File: config.mk
export PLATFORM = sky130hd
export DESIGN_NAME = ninth_bit_wait_unit
export DESIGN_NICKNAME = d
export VERILOG_FILES = /design/src/rtl/ninth_bit_pkg.sv /design/src/rtl/ninth_bit_wait_unit.sv /design/src/rtl/ninth_bit_alu.sv
export SDC_FILE = /design/constraint.sdc
export NUM_CORES = 1
export LEC_CHECK = 0
export BUFFER_PORTS_ARGS = -buffer_cell sky130_fd_sc_hd__buf_4
export CAP_MARGIN = 20
export CORE_MARGIN = 4
export CORE_UTILIZATION = 56
export DETAILED_ROUTE_END_ITERATION = 7
export HOLD_SLACK_MARGIN = 0.08
export PLACE_DENSITY = 0.92
export SLEW_MARGIN = 20
export SYNTH_ARGS = -nofsm -noshare
export SYNTH_HDL_FRONTEND = slang
export SYNTH_SLANG_ARGS = --single-unit
File: constraint.sdc
create_clock -name i_mclk -period 2.9 [get_ports i_mclk]
set_input_delay 0.29 -clock i_mclk [delete_from_list [all_inputs] [get_ports i_mclk]]
set_output_delay 0.29 -clock i_mclk [all_outputs]
set_load 0.01 [all_outputs]
File: src/rtl/ninth_bit_pkg.sv
// Shared constants and types for the ninth-bit and wait-stall unit
// Overview of operation
// - Continuous serial transfer requests one wait cycle
// - Wait stalls execution one cycle, transfers data
// - Peripherals keep running during a wait cycle
// - Never two wait cycles back to back
// - No wait cycles in HALT or HOLD
// - Locations carry a ninth bit unless marked no_b8
// - Missing ninth bit reads as one
// - Wide multiply/divide results get ninth bit one
// - Byte pop into status word uses bit 1
// - Word pop into status word uses bit 1
// - Decrement-branch: 9-bit decrement, 8-bit test, flag copy
// - Word increment 17 bits, low ninth gets carry
// - Word decrement 17 bits, low ninth gets inverted borrow
`default_nettype none
package ninth_bit_pkg;
	// ----------------------------------------
	// Register map
	// ----------------------------------------
	localparam int ADDR_W = 12;
	localparam logic [11:0] OFS_SER_CTRL = 12'h000;
	localparam logic [11:0] OFS_PSW = 12'h004;
	localparam logic [11:0] OFS_WAIT_CNT = 12'h008;
	localparam int CTE_BIT = 4;
	localparam int FLAG_BIT = 1;
	localparam logic RST_CTE = 1'h0;
	localparam logic RST_FLAG = 1'h0;
	localparam logic [31:0] RD_ZERO = 32'h0000_0000;
	localparam logic [7:0] BYTE_ONE = 8'h01;
	localparam logic [8:0] NINE_ONE = 9'h001;
	localparam logic [16:0] SEVENTEEN_ONE = 17'h0_0001;
	// ----------------------------------------
	// Instruction classes
	// ----------------------------------------
	typedef enum logic [4:0] {
		OP_NONE = 5'h00, OP_LOAD = 5'h01, OP_LOADW = 5'h02, OP_STORE = 5'h03,
		OP_STOREW = 5'h04, OP_MOV = 5'h05, OP_PUSH_IMM = 5'h06, OP_PUSH = 5'h07,
		OP_PUSHW = 5'h08, OP_PUSH_P = 5'h09, OP_PUSH_BA = 5'h0a, OP_POP = 5'h0b,
		OP_WORD_POP = 5'h0c, OP_POP_P = 5'h0d, OP_POP_BA = 5'h0e, OP_XCH = 5'h0f,
		OP_XCHW = 5'h10, OP_INC = 5'h11, OP_WORD_INCREMENT = 5'h12, OP_DEC = 5'h13,
		OP_WORD_DECREMENT = 5'h14, OP_DECREMENT_BRANCH_NONZERO = 5'h15, OP_DBZ = 5'h16, OP_BITOP = 5'h17,
		OP_WIDE_MULDIV = 5'h18
	} op_t;
	typedef struct packed {
		logic [7:0] lo;
		logic lo_b8;
		logic [7:0] hi;
		logic hi_b8;
		logic no_b8;
		logic psw_dest;
	} opnd_t;
	typedef struct packed {
		logic valid;
		logic [7:0] lo;
		logic lo_b8;
		logic [7:0] hi;
		logic hi_b8;
		logic flag;
		logic branch;
	} res_t;
endpackage
`default_nettype wire

File: src/rtl/ninth_bit_wait_unit.sv
// Top: APB registers, wait-stall control and registered ninth-bit results
`default_nettype none
module ninth_bit_wait_unit #(
	parameter int WAIT_CNT_W = 16
) (
	input wire logic i_mclk,
	input wire logic i_rst,
	input wire logic i_psel,
	input wire logic i_penable,
	input wire logic i_pwrite,
	input wire logic [ninth_bit_pkg::ADDR_W-1:0] i_paddr,
	input wire logic [31:0] i_pwdata,
	input wire logic [3:0] i_pstrb,
	output logic o_pready,
	output logic [31:0] o_prdata,
	output logic o_pslverr,
	input wire logic i_wait_req,
	input wire logic i_halt,
	input wire logic i_hold,
	input wire logic i_op_valid,
	input wire ninth_bit_pkg::op_t i_op,
	input wire ninth_bit_pkg::opnd_t i_opnd,
	output logic o_stall,
	output logic o_ram_xfer,
	output logic o_periph_run,
	output logic o_cont_en,
	output logic o_flag,
	output ninth_bit_pkg::res_t o_res
);
	// ----------------------------------------
	// Elaboration checks
	// ----------------------------------------
	if (WAIT_CNT_W < 1 || WAIT_CNT_W > 32)
	begin : g_bad_width
		$error("WAIT_CNT_W must lie between 1 and 32");
	end

	// ----------------------------------------
	// State
	// ----------------------------------------
	typedef struct packed {
		logic cont_en;
		logic flag;
		logic stall;
		logic xfer;
		logic periph_run;
		logic pready;
		logic pslverr;
		logic [31:0] prdata;
		logic [WAIT_CNT_W-1:0] wait_cnt;
		ninth_bit_pkg::res_t res;
	} state_t;

	state_t st_r;
	state_t st_nxt;
	ninth_bit_pkg::res_t alu_res;
	logic accept;
	logic take;
	logic setup;
	logic access;
	logic hit_ctrl;
	logic hit_psw;
	logic hit_cnt;

	ninth_bit_alu u_alu (
		.i_op(i_op),
		.i_opnd(i_opnd),
		.i_flag(st_r.flag),
		.o_res(alu_res)
	);

	// ----------------------------------------
	// Wait stall and execution gating
	// ----------------------------------------
	// A stall cycle blocks the next accept, so two never follow
	assign accept = st_r.cont_en & i_wait_req & ~i_halt & ~i_hold & ~st_r.stall;
	// Instructions are held off during the stalled cycle only
	assign take = i_op_valid & ~st_r.stall;

	// ----------------------------------------
	// APB decode
	// ----------------------------------------
	assign setup = i_psel & ~i_penable;
	assign access = i_psel & i_penable & st_r.pready;
	assign hit_ctrl = (i_paddr == ninth_bit_pkg::OFS_SER_CTRL);
	assign hit_psw = (i_paddr == ninth_bit_pkg::OFS_PSW);
	assign hit_cnt = (i_paddr == ninth_bit_pkg::OFS_WAIT_CNT);

	always_comb
	begin
		st_nxt = st_r;
		st_nxt.stall = accept;
		st_nxt.xfer = accept;
		// Peripheral clocking never depends on the stall
		st_nxt.periph_run = 1'b1;
		if (accept)
			st_nxt.wait_cnt = st_r.wait_cnt + {{(WAIT_CNT_W-1){1'b0}}, 1'b1};
		st_nxt.pready = 1'b0;
		st_nxt.pslverr = 1'b0;
		if (setup)
		begin
			st_nxt.pready = 1'b1;
			st_nxt.pslverr = ~(hit_ctrl | hit_psw | hit_cnt);
			st_nxt.prdata = ninth_bit_pkg::RD_ZERO;
			if (hit_ctrl)
				st_nxt.prdata[ninth_bit_pkg::CTE_BIT] = st_r.cont_en;
			if (hit_psw)
				st_nxt.prdata[ninth_bit_pkg::FLAG_BIT] = st_r.flag;
			if (hit_cnt)
				st_nxt.prdata[WAIT_CNT_W-1:0] = st_r.wait_cnt;
		end
		if (access & i_pwrite & i_pstrb[0])
		begin
			if (hit_ctrl)
				st_nxt.cont_en = i_pwdata[ninth_bit_pkg::CTE_BIT];
			if (hit_psw)
				st_nxt.flag = i_pwdata[ninth_bit_pkg::FLAG_BIT];
		end
		// A stall in the clearing cycle still counts, so no wait is lost
		if (access & i_pwrite & hit_cnt)
			st_nxt.wait_cnt = {{(WAIT_CNT_W-1){1'b0}}, accept};
		// Instruction update wins over a software write in the same cycle
		st_nxt.res.valid = 1'b0;
		if (take)
		begin
			st_nxt.res = alu_res;
			st_nxt.flag = alu_res.flag;
		end
	end

	always_ff @(posedge i_mclk or posedge i_rst)
	begin
		if (i_rst)
		begin
			st_r <= '0;
			st_r.cont_en <= ninth_bit_pkg::RST_CTE;
			st_r.flag <= ninth_bit_pkg::RST_FLAG;
		end
		else
			st_r <= st_nxt;
	end

	// ----------------------------------------
	// Outputs
	// ----------------------------------------
	assign o_pready = st_r.pready;
	assign o_prdata = st_r.prdata;
	assign o_pslverr = st_r.pslverr;
	assign o_stall = st_r.stall;
	assign o_ram_xfer = st_r.xfer;
	assign o_periph_run = st_r.periph_run;
	assign o_cont_en = st_r.cont_en;
	assign o_flag = st_r.flag;
	assign o_res = st_r.res;
endmodule // ninth_bit_wait_unit
`default_nettype wire

File: src/rtl/ninth_bit_alu.sv
// Combinational ninth-bit and flag update per instruction class
`default_nettype none
module ninth_bit_alu (
	input wire ninth_bit_pkg::op_t i_op,
	input wire ninth_bit_pkg::opnd_t i_opnd,
	input wire logic i_flag,
	output ninth_bit_pkg::res_t o_res
);
	logic lo8;
	logic hi8;
	logic [8:0] b9;
	logic [16:0] w17;
	// Plain 8-bit sources have no bit 8
	assign lo8 = i_opnd.no_b8 | i_opnd.lo_b8;
	assign hi8 = i_opnd.no_b8 | i_opnd.hi_b8;

	always_comb
	begin
		b9 = 9'h000;
		w17 = 17'h0_0000;
		o_res = '0;
		o_res.valid = 1'b1;
		o_res.lo = i_opnd.lo;
		o_res.hi = i_opnd.hi;
		o_res.lo_b8 = lo8;
		o_res.hi_b8 = hi8;
		o_res.flag = i_flag;
		unique case (i_op)
			ninth_bit_pkg::OP_LOAD: o_res.flag = lo8;
			ninth_bit_pkg::OP_LOADW, ninth_bit_pkg::OP_POP_BA: o_res.flag = hi8;
			ninth_bit_pkg::OP_STORE, ninth_bit_pkg::OP_MOV, ninth_bit_pkg::OP_PUSH_IMM,
			ninth_bit_pkg::OP_PUSH_P: o_res.lo_b8 = i_flag;
			ninth_bit_pkg::OP_STOREW, ninth_bit_pkg::OP_PUSH_BA:
			begin
				o_res.lo_b8 = i_flag;
				o_res.hi_b8 = i_flag;
			end
			ninth_bit_pkg::OP_PUSH: o_res.flag = lo8;
			ninth_bit_pkg::OP_PUSHW: o_res.flag = hi8;
			ninth_bit_pkg::OP_POP:
				o_res.flag = i_opnd.psw_dest ? i_opnd.lo[ninth_bit_pkg::FLAG_BIT] : lo8;
			ninth_bit_pkg::OP_WORD_POP:
				o_res.flag = i_opnd.psw_dest ? i_opnd.hi[ninth_bit_pkg::FLAG_BIT] : hi8;
			ninth_bit_pkg::OP_POP_P: o_res.flag = i_opnd.lo[ninth_bit_pkg::FLAG_BIT];
			ninth_bit_pkg::OP_XCH:
			begin
				o_res.lo_b8 = i_flag;
				o_res.flag = lo8;
			end
			ninth_bit_pkg::OP_XCHW:
			begin
				o_res.lo_b8 = i_flag;
				o_res.hi_b8 = i_flag;
				o_res.flag = hi8;
			end
			ninth_bit_pkg::OP_INC, ninth_bit_pkg::OP_DEC, ninth_bit_pkg::OP_DECREMENT_BRANCH_NONZERO,
			ninth_bit_pkg::OP_DBZ:
			begin
				b9 = (i_op == ninth_bit_pkg::OP_INC) ? ({lo8, i_opnd.lo} + ninth_bit_pkg::NINE_ONE)
					: ({lo8, i_opnd.lo} - ninth_bit_pkg::NINE_ONE);
				{o_res.lo_b8, o_res.lo} = b9;
				o_res.flag = b9[8];
				if (i_op == ninth_bit_pkg::OP_DBZ)
					o_res.branch = (b9[7:0] == 8'h00);
				else if (i_op == ninth_bit_pkg::OP_DECREMENT_BRANCH_NONZERO)
					o_res.branch = (b9[7:0] != 8'h00);
			end
			ninth_bit_pkg::OP_WORD_INCREMENT:
			begin
				w17 = {hi8, i_opnd.hi, i_opnd.lo} + ninth_bit_pkg::SEVENTEEN_ONE;
				{o_res.hi_b8, o_res.hi, o_res.lo} = w17;
				o_res.lo_b8 = (i_opnd.lo == 8'hff);
				o_res.flag = w17[16];
			end
			ninth_bit_pkg::OP_WORD_DECREMENT:
			begin
				w17 = {hi8, i_opnd.hi, i_opnd.lo} - ninth_bit_pkg::SEVENTEEN_ONE;
				{o_res.hi_b8, o_res.hi, o_res.lo} = w17;
				o_res.lo_b8 = (i_opnd.lo != 8'h00);
				o_res.flag = w17[16];
			end
			ninth_bit_pkg::OP_WIDE_MULDIV:
			begin
				o_res.lo_b8 = 1'b1;
				o_res.hi_b8 = 1'b1;
			end
			// Bit ops and the no-op leave everything as it was; other unlisted classes clear valid
			ninth_bit_pkg::OP_BITOP, ninth_bit_pkg::OP_NONE: o_res.lo_b8 = lo8;
			default: o_res.valid = 1'b0;
		endcase
	end
endmodule // ninth_bit_alu
`default_nettype wire

### Yosys cells after proc, flatten, opt, wreduce, memory -nomap -nowiden

Index checks and enable logic that the tools add are counted.

* $add $sub $neg: 5
* eq/ne operators: 27
* mux-type cells: 22
* bitwise gates (word level): 20
* reductions and logical operators: 16

Operators by type and width (number)
* two-way mux 16 bit: 3
* == test 5 bit, second input constant: 9
* == test 5 x 4 -> 1 bit, second input constant: 8
* two-way mux 34 bit: 1
* OR reduction 25 bit: 1
* one-hot mux 8 bit (3 select lines): 1
* two-way mux 21 bit: 1
* == test 5 x 3 -> 1 bit, second input constant: 4
* adder 17 x 1 -> 17 bit, second input constant: 1
* subtractor 17 x 1 -> 17 bit, second input constant: 1
* adder 16 x 1 -> 16 bit, second input constant: 1
* one-hot mux 8 bit (2 select lines): 1
* nonzero test 8 bit: 2
* == test 12 x 3 -> 1 bit, second input constant: 1
* == test 12 x 4 -> 1 bit, second input constant: 1
* zero test 12 bit: 1
* bitwise AND 1 bit: 11
* two-way mux 1 bit: 11
* == test 5 x 2 -> 1 bit, second input constant: 2
* adder 9 x 1 -> 9 bit, second input constant: 1
* two-way mux 9 bit: 1
* subtractor 9 x 1 -> 9 bit, second input constant: 1
* == test 8 bit, second input constant: 1
* zero test 8 bit: 1
* 12 further kinds: 24

* bits in registers: 59
* input port bits: 82
* output and inout bits: 60
* word-level logic and storage cells: 105

### Longest topological paths before layout

* depth after elaboration: 8
* gate-level depth with buffers: 12
* mapped depth without buffers: 11

### Hierarchy

Synthesis repeated with hierarchy kept, for this count alone.

* cell total of the unflattened synthesis: 520
* area, all modules: 4699.5 sq um

By module, submodules not included
* ninth_bit_wait_unit: instances 1, cells an instance 261, area each 3011.6 sq um, seq. area each 1476.4 sq um
* ninth_bit_alu: instances 1, cells an instance 259, area each 1687.9 sq um, seq. area each 0.0 sq um

### Least setup slack after synthesis

No wires, ideal clock.

* kind: input to register
* start: input port i_op[3]
* end: register st_r, in the netlist o_res[0]
* setup time: 0.129 ns
* arrival: 2.950 ns
* required time: 2.771 ns
* path slack: -0.179 ns
* stages on the path: 11
* buffers on the path: 2
* cells stage by stage: clkbuf_1 -> nor4b_1 -> nand2_1 -> ha_1 -> clkbuf_1 -> nor3_1 -> a311o_1 -> a311o_1 -> nor4_2 -> mux2i_1 -> o41ai_2

* longest elaborated chain between the ends: 6
* elaborated cells between the ends (all ways): 11
* those cells by class: eq/ne: 4; mux: 4; reduce/logical: 3

RTL lines
* start: declaration: line ninth_bit_wait_unit.sv:21 `input wire ninth_bit_pkg::op_t i_op,`
* == test 5 bit: line ninth_bit_alu.sv:28, ninth_bit_alu.sv:59
* two-way mux 9 bit: line ninth_bit_alu.sv:59 `b9 = (i_op == ninth_bit_pkg::OP_INC) ? ({lo8, i_opnd.lo} + ninth_bit_pkg::NINE_ONE)`
* nonzero test 8 bit: line ninth_bit_alu.sv:66 `o_res.branch = (b9[7:0] != 8'h00);`
* two-way mux 1 bit: line ninth_bit_alu.sv:65 `else if (i_op == ninth_bit_pkg::OP_DECREMENT_BRANCH_NONZERO)`
* two-way mux 1 bit: line ninth_bit_alu.sv:63 `if (i_op == ninth_bit_pkg::OP_DBZ)`
* two-way mux 1 bit (*): line ninth_bit_alu.sv:28 `unique case (i_op)`
* end signal: assignment: line ninth_bit_wait_unit.sv:140 `st_r <= st_nxt;`
* end: declaration: line ninth_bit_wait_unit.sv:54 `state_t st_r;`

Every way passes the cells marked *; elsewhere a longest branch is shown, timed or not.
A chain may end at the register's enable or synchronous reset.

### Worst setup path in the final report

* start: input port i_op[1]
* end: register st_r, in the netlist o_flag

* longest elaborated chain between the ends: 4
* elaborated cells between the ends (all ways): 22
* those cells by class: eq/ne: 16; mux: 3; reduce/logical: 3

RTL lines
* == test 5 bit, or another cell as far along: line ninth_bit_alu.sv:28
* OR reduction 4 bit, or another cell as far along
* one-hot mux 1 bit (8 select lines) (*): line ninth_bit_alu.sv:28
* two-way mux 1 bit (*): line ninth_bit_wait_unit.sv:124 `if (take)`

Marks and branches as above.

==> results.tsv <==
stage	metric	value	unit
detailed_routing	routed_wl	11300	um
worst_setup_path	crit_path_max_incr_delay	0.37	ns
global_routing	grt_pass1_vias	3831	
worst_setup_path	critPathLaunchType	primary input	
worst_setup_path	cp.arrival	3.02	ns
power_and_ir_drop	total_power	2.08	mW
logic_synthesis	ys_ff_latch	59	
logic_synthesis	synth_cells	547	
logic_synthesis	ys.flop_type	dfrtp_1	
timing	fmax	0.359	GHz
cells_and_area	layout-drive-gt1-share	0.250	
power_and_ir_drop	vdd_ir_drop_max	0.237	mV
worst_setup_path	cp-end-kind	flip-flop	
logic_synthesis	synthAdderAreaFrac	0.0410	
worst_setup_path	path_cells	buf_4, nor4b_2, nand2_2, buf_4, buf_4, ha_1, o21ai_0, nor2_1, o41ai_2, buf_4, a21o_1, a21oi_1, buf_4, nor3b_2, a211oi_1	
die	die_h	96.6	um
logic_synthesis	netlist_area	4390	um2
clocking	htreeDepth	3	
timing	period_needed	2.79	ns
logic_synthesis	ys_types	57	
clocking	cts-root-buf	clkbuf_8	
cells_and_area	fin_area	5200	um2
global_routing	grt_antenna_before_repair	0	
worst_setup_path	slowest_stage	nor4b_2	
timing	relSlewSlack	0.337	
die	die_x	96.6	um
cells_and_area	final_cells	719	
logic_synthesis	synth_mux_area_frac	0.0122	
clocking	cts_buffer_depth	2	
die	pin_count	142	
logic_synthesis	yosysSeqAreaShare	0.336	
worst_setup_path	required	3.13	ns
worst_setup_path	crit_top_cell	buf_4	
timing	worst_pin_slew	0.994	ns
placed_design	place_congestion	0.971	
hold_path	hold_path_class	in2async	
logic_synthesis	yosysTopAreaCell	dfrtp_1	
detailed_routing	vias	4148	
power_and_ir_drop	p_leak	2.39	nW
logic_synthesis	yosys_warnings	0	
cells_and_area	nets	707	
worst_setup_path	crit_family	compound AO/OA/AOI/OAI gates	
timing	slew_viol_final	0	
cells_and_area	diodes	0	
logic_synthesis	synthArstFlopShare	1.00	
timing	finalHoldViolCount	0	
detailed_routing	vias_per_cell	5.77	
logic_synthesis	synthXorXnorAreaFrac	0.0598	
placed_design	portBuffers	92	
logic_synthesis	synthTopCellsByArea	dfrtp_1, buf_4, nand2_1	
clocking	clk_latency	0.34	ns
cells_and_area	syn_to_final_growth	18.3	%
worst_setup_path	cp_max_fo	8	
global_routing	grt_max_degree	60	
logic_synthesis	synth-edff-count	0	
die	fp.dieArea	9330	um2
detailed_routing	postRouteAntennaNets	0	
placed_design	dpl_cell_area	4980	um2
clocking	cts_tree	done	
clocking	clkSlewWorstSetupHoldPaths	0.07	ns
detailed_routing	drc_errors	0	
logic_synthesis	synth.avg_cell_area	8.03	um2
logic_synthesis	synth_top_family_by_area	simple AND/OR/NAND/NOR gates	
global_routing	grt_pass1_wl	17900	um
detailed_routing	wire_per_inst	15.7	um
worst_setup_path	crit_type	in2reg	
logic_synthesis	yosys.area_share.simple	0.255	
timing	period_share	0.961	
detailed_routing	drt-initial-drc-count	323	
global_routing	grt_use_total	0.244	
logic_synthesis	synth-compound-area-share	0.165	
flow_run	max-cap-violations	0	
clocking	numClockSinks	59	
timing	setup_viol	0	
die	initial_core_util	0.572	
status	outcome	finished clean	
clocking	cts-buffers-inserted	9	
power_and_ir_drop	powerDensity	400	nW/um2
placed_design	dp_hpwl	8630	um
detailed_routing	drt_pre_antenna_iters	5	
global_routing	grt.overflow.total	0	
placed_design	numPlacedInstances	703	
clocking	cts_setup_buffers	0	
worst_setup_path	cp_num_buf_inv	5	
logic_synthesis	yosysTopAreaCellShare	0.336	
die	rows	32	
die	core_area	7690	um2
timing	clock_skew	0.00920	ns
power by group:
part	switching, mW	leakage (nW)	internal [mW]
Clock	0.335	0.0998	0.401
Sequential	0.0314	0.776	0.860
Combinational	0.250	1.51	0.203
Total	0.616	2.39	1.46
synthesized netlist by cell type (7+ instances only):
master / number
clkbuf_1: 19
nand3_1: 20
ha_1: 12
inv_1: 13
buf_2: 7
nand2_1: 79
o21ai_0: 43
dfrtp_1: 59
xor2_1: 17
a31oi_1: 13
xnor2_1: 13
nor2_1: 50
a21oi_1: 17
buf_4: 54
nor3_1: 14
nor2b_1: 7
nand2b_1: 9
nand4_1: 10
and3_1: 9
kinds of logic (layout without fill, tap and decap cells):
logic type                 after synthesis  after routing
DFF                                     59             59
buffers and inverters                   95            150
other                                    2             17
muxes                                    4              4
AOI/OAI and AO/OA                      114            114
xor gates and xnor gates                30             30
and+or+nand+nor                        229            229
adders and majority gates               14             14
cell type report:
| cell class | count | area (um2) |
|---|---|---|
| clock buffers | 9 | 124 |
| clock inverters | 7 | 77.6 |
| fillers | 627 | 2490 |
| inverters | 13 | 48.8 |
| multi-input cells | 408 | 2430 |
| flip-flops and latches | 59 | 1480 |
| well taps | 102 | 128 |
| repair buffers | 121 | 908 |
cells in the final DEF (no fill, tap or decap), types with 3 or more instances in the layout:
| master | count |
|---|---|
| inv_1 | 12 |
| o41ai_2 | 3 |
| dfrtp_1 | 59 |
| a32oi_1 | 3 |
| nor3_1 | 14 |
| nand3_1 | 20 |
| and3_1 | 9 |
| and4_1 | 4 |
| a31oi_1 | 13 |
| buf_4 | 121 |
| conb_1 | 17 |
| ha_1 | 12 |
| nor4_2 | 3 |
| nand2_1 | 78 |
| nand4_1 | 10 |
| nor2_1 | 50 |
| or3_1 | 5 |
| xnor2_1 | 13 |
| a21o_1 | 3 |
| a21oi_1 | 16 |
| clkinv_4 | 3 |
| a221oi_1 | 6 |
| xor2_1 | 17 |
| nor2b_1 | 7 |
| o22ai_1 | 6 |
| and2_1 | 4 |
| o21ai_0 | 43 |
| clkbuf_8 | 9 |
| nor4_1 | 6 |
| nand2b_1 | 9 |
worst register-to-register path: stages (launching register included):
cell,delay [ns]
dfrtp_1,0.43
nor4_2,0.63
and4_1,0.36
and4_1,0.29
nand4_1,0.14
xor2_1,0.20
nor2_1,0.08
registers in the layout, indices dropped and copies added (netlist names):
register      flops
o_periph_run      1
o_cont_en         1
o_pslverr         1
o_pready          1
o_ram_xfer        1
o_prdata         16
st_r             16
o_res            21
o_flag            1
final timing paths:
path / from / endpoint / slack, ns / cells after the start
min reg2reg: o_prdata[8] / o_prdata[8] / 0.49 / 2
max: i_op[1] / o_flag / 0.11 / 15
min in group i_mclk: i_halt / o_ram_xfer / 0.18 / 2
min: i_rst / o_res[18] / 0.16 / 3
max in group asynchronous: i_rst / st_r[23] / 2.26 / 3
max reg2reg: o_ram_xfer / st_r[36] / 0.67 / 6
stage by stage:
step	setup TNS, ns	util	setup slack, ns	hold slack [ns]
detailed placement	-0.681	0.647	-0.256	0.472
floorplan	0	-	0.0255	0.400
global placement	-0.112	0.647	-0.104	0.463
finish	0	0.676	0.112	0.163
CTS	0	0.674	0.0830	0.163
global route	-0.101	0.676	-0.0635	0.168
what timing repair did:
action,4_1_cts,5_1_grt
endpoints found under the setup margin,0,1
resized for setup,0,3
hold buffers,0,0
routing by layer:
layer | up-vias | track usage | part of all wire
met2 | 170 | 0.433 | 0.52
li1 | 1981 | - | -
met5 | - | 0 | 0
met4 | 0 | 0.0713 | 0.015
met3 | 16 | 0.0434 | 0.068
met1 | 1981 | 0.303 | 0.40
No activity file was read; power rests on OpenSTA's default activity.
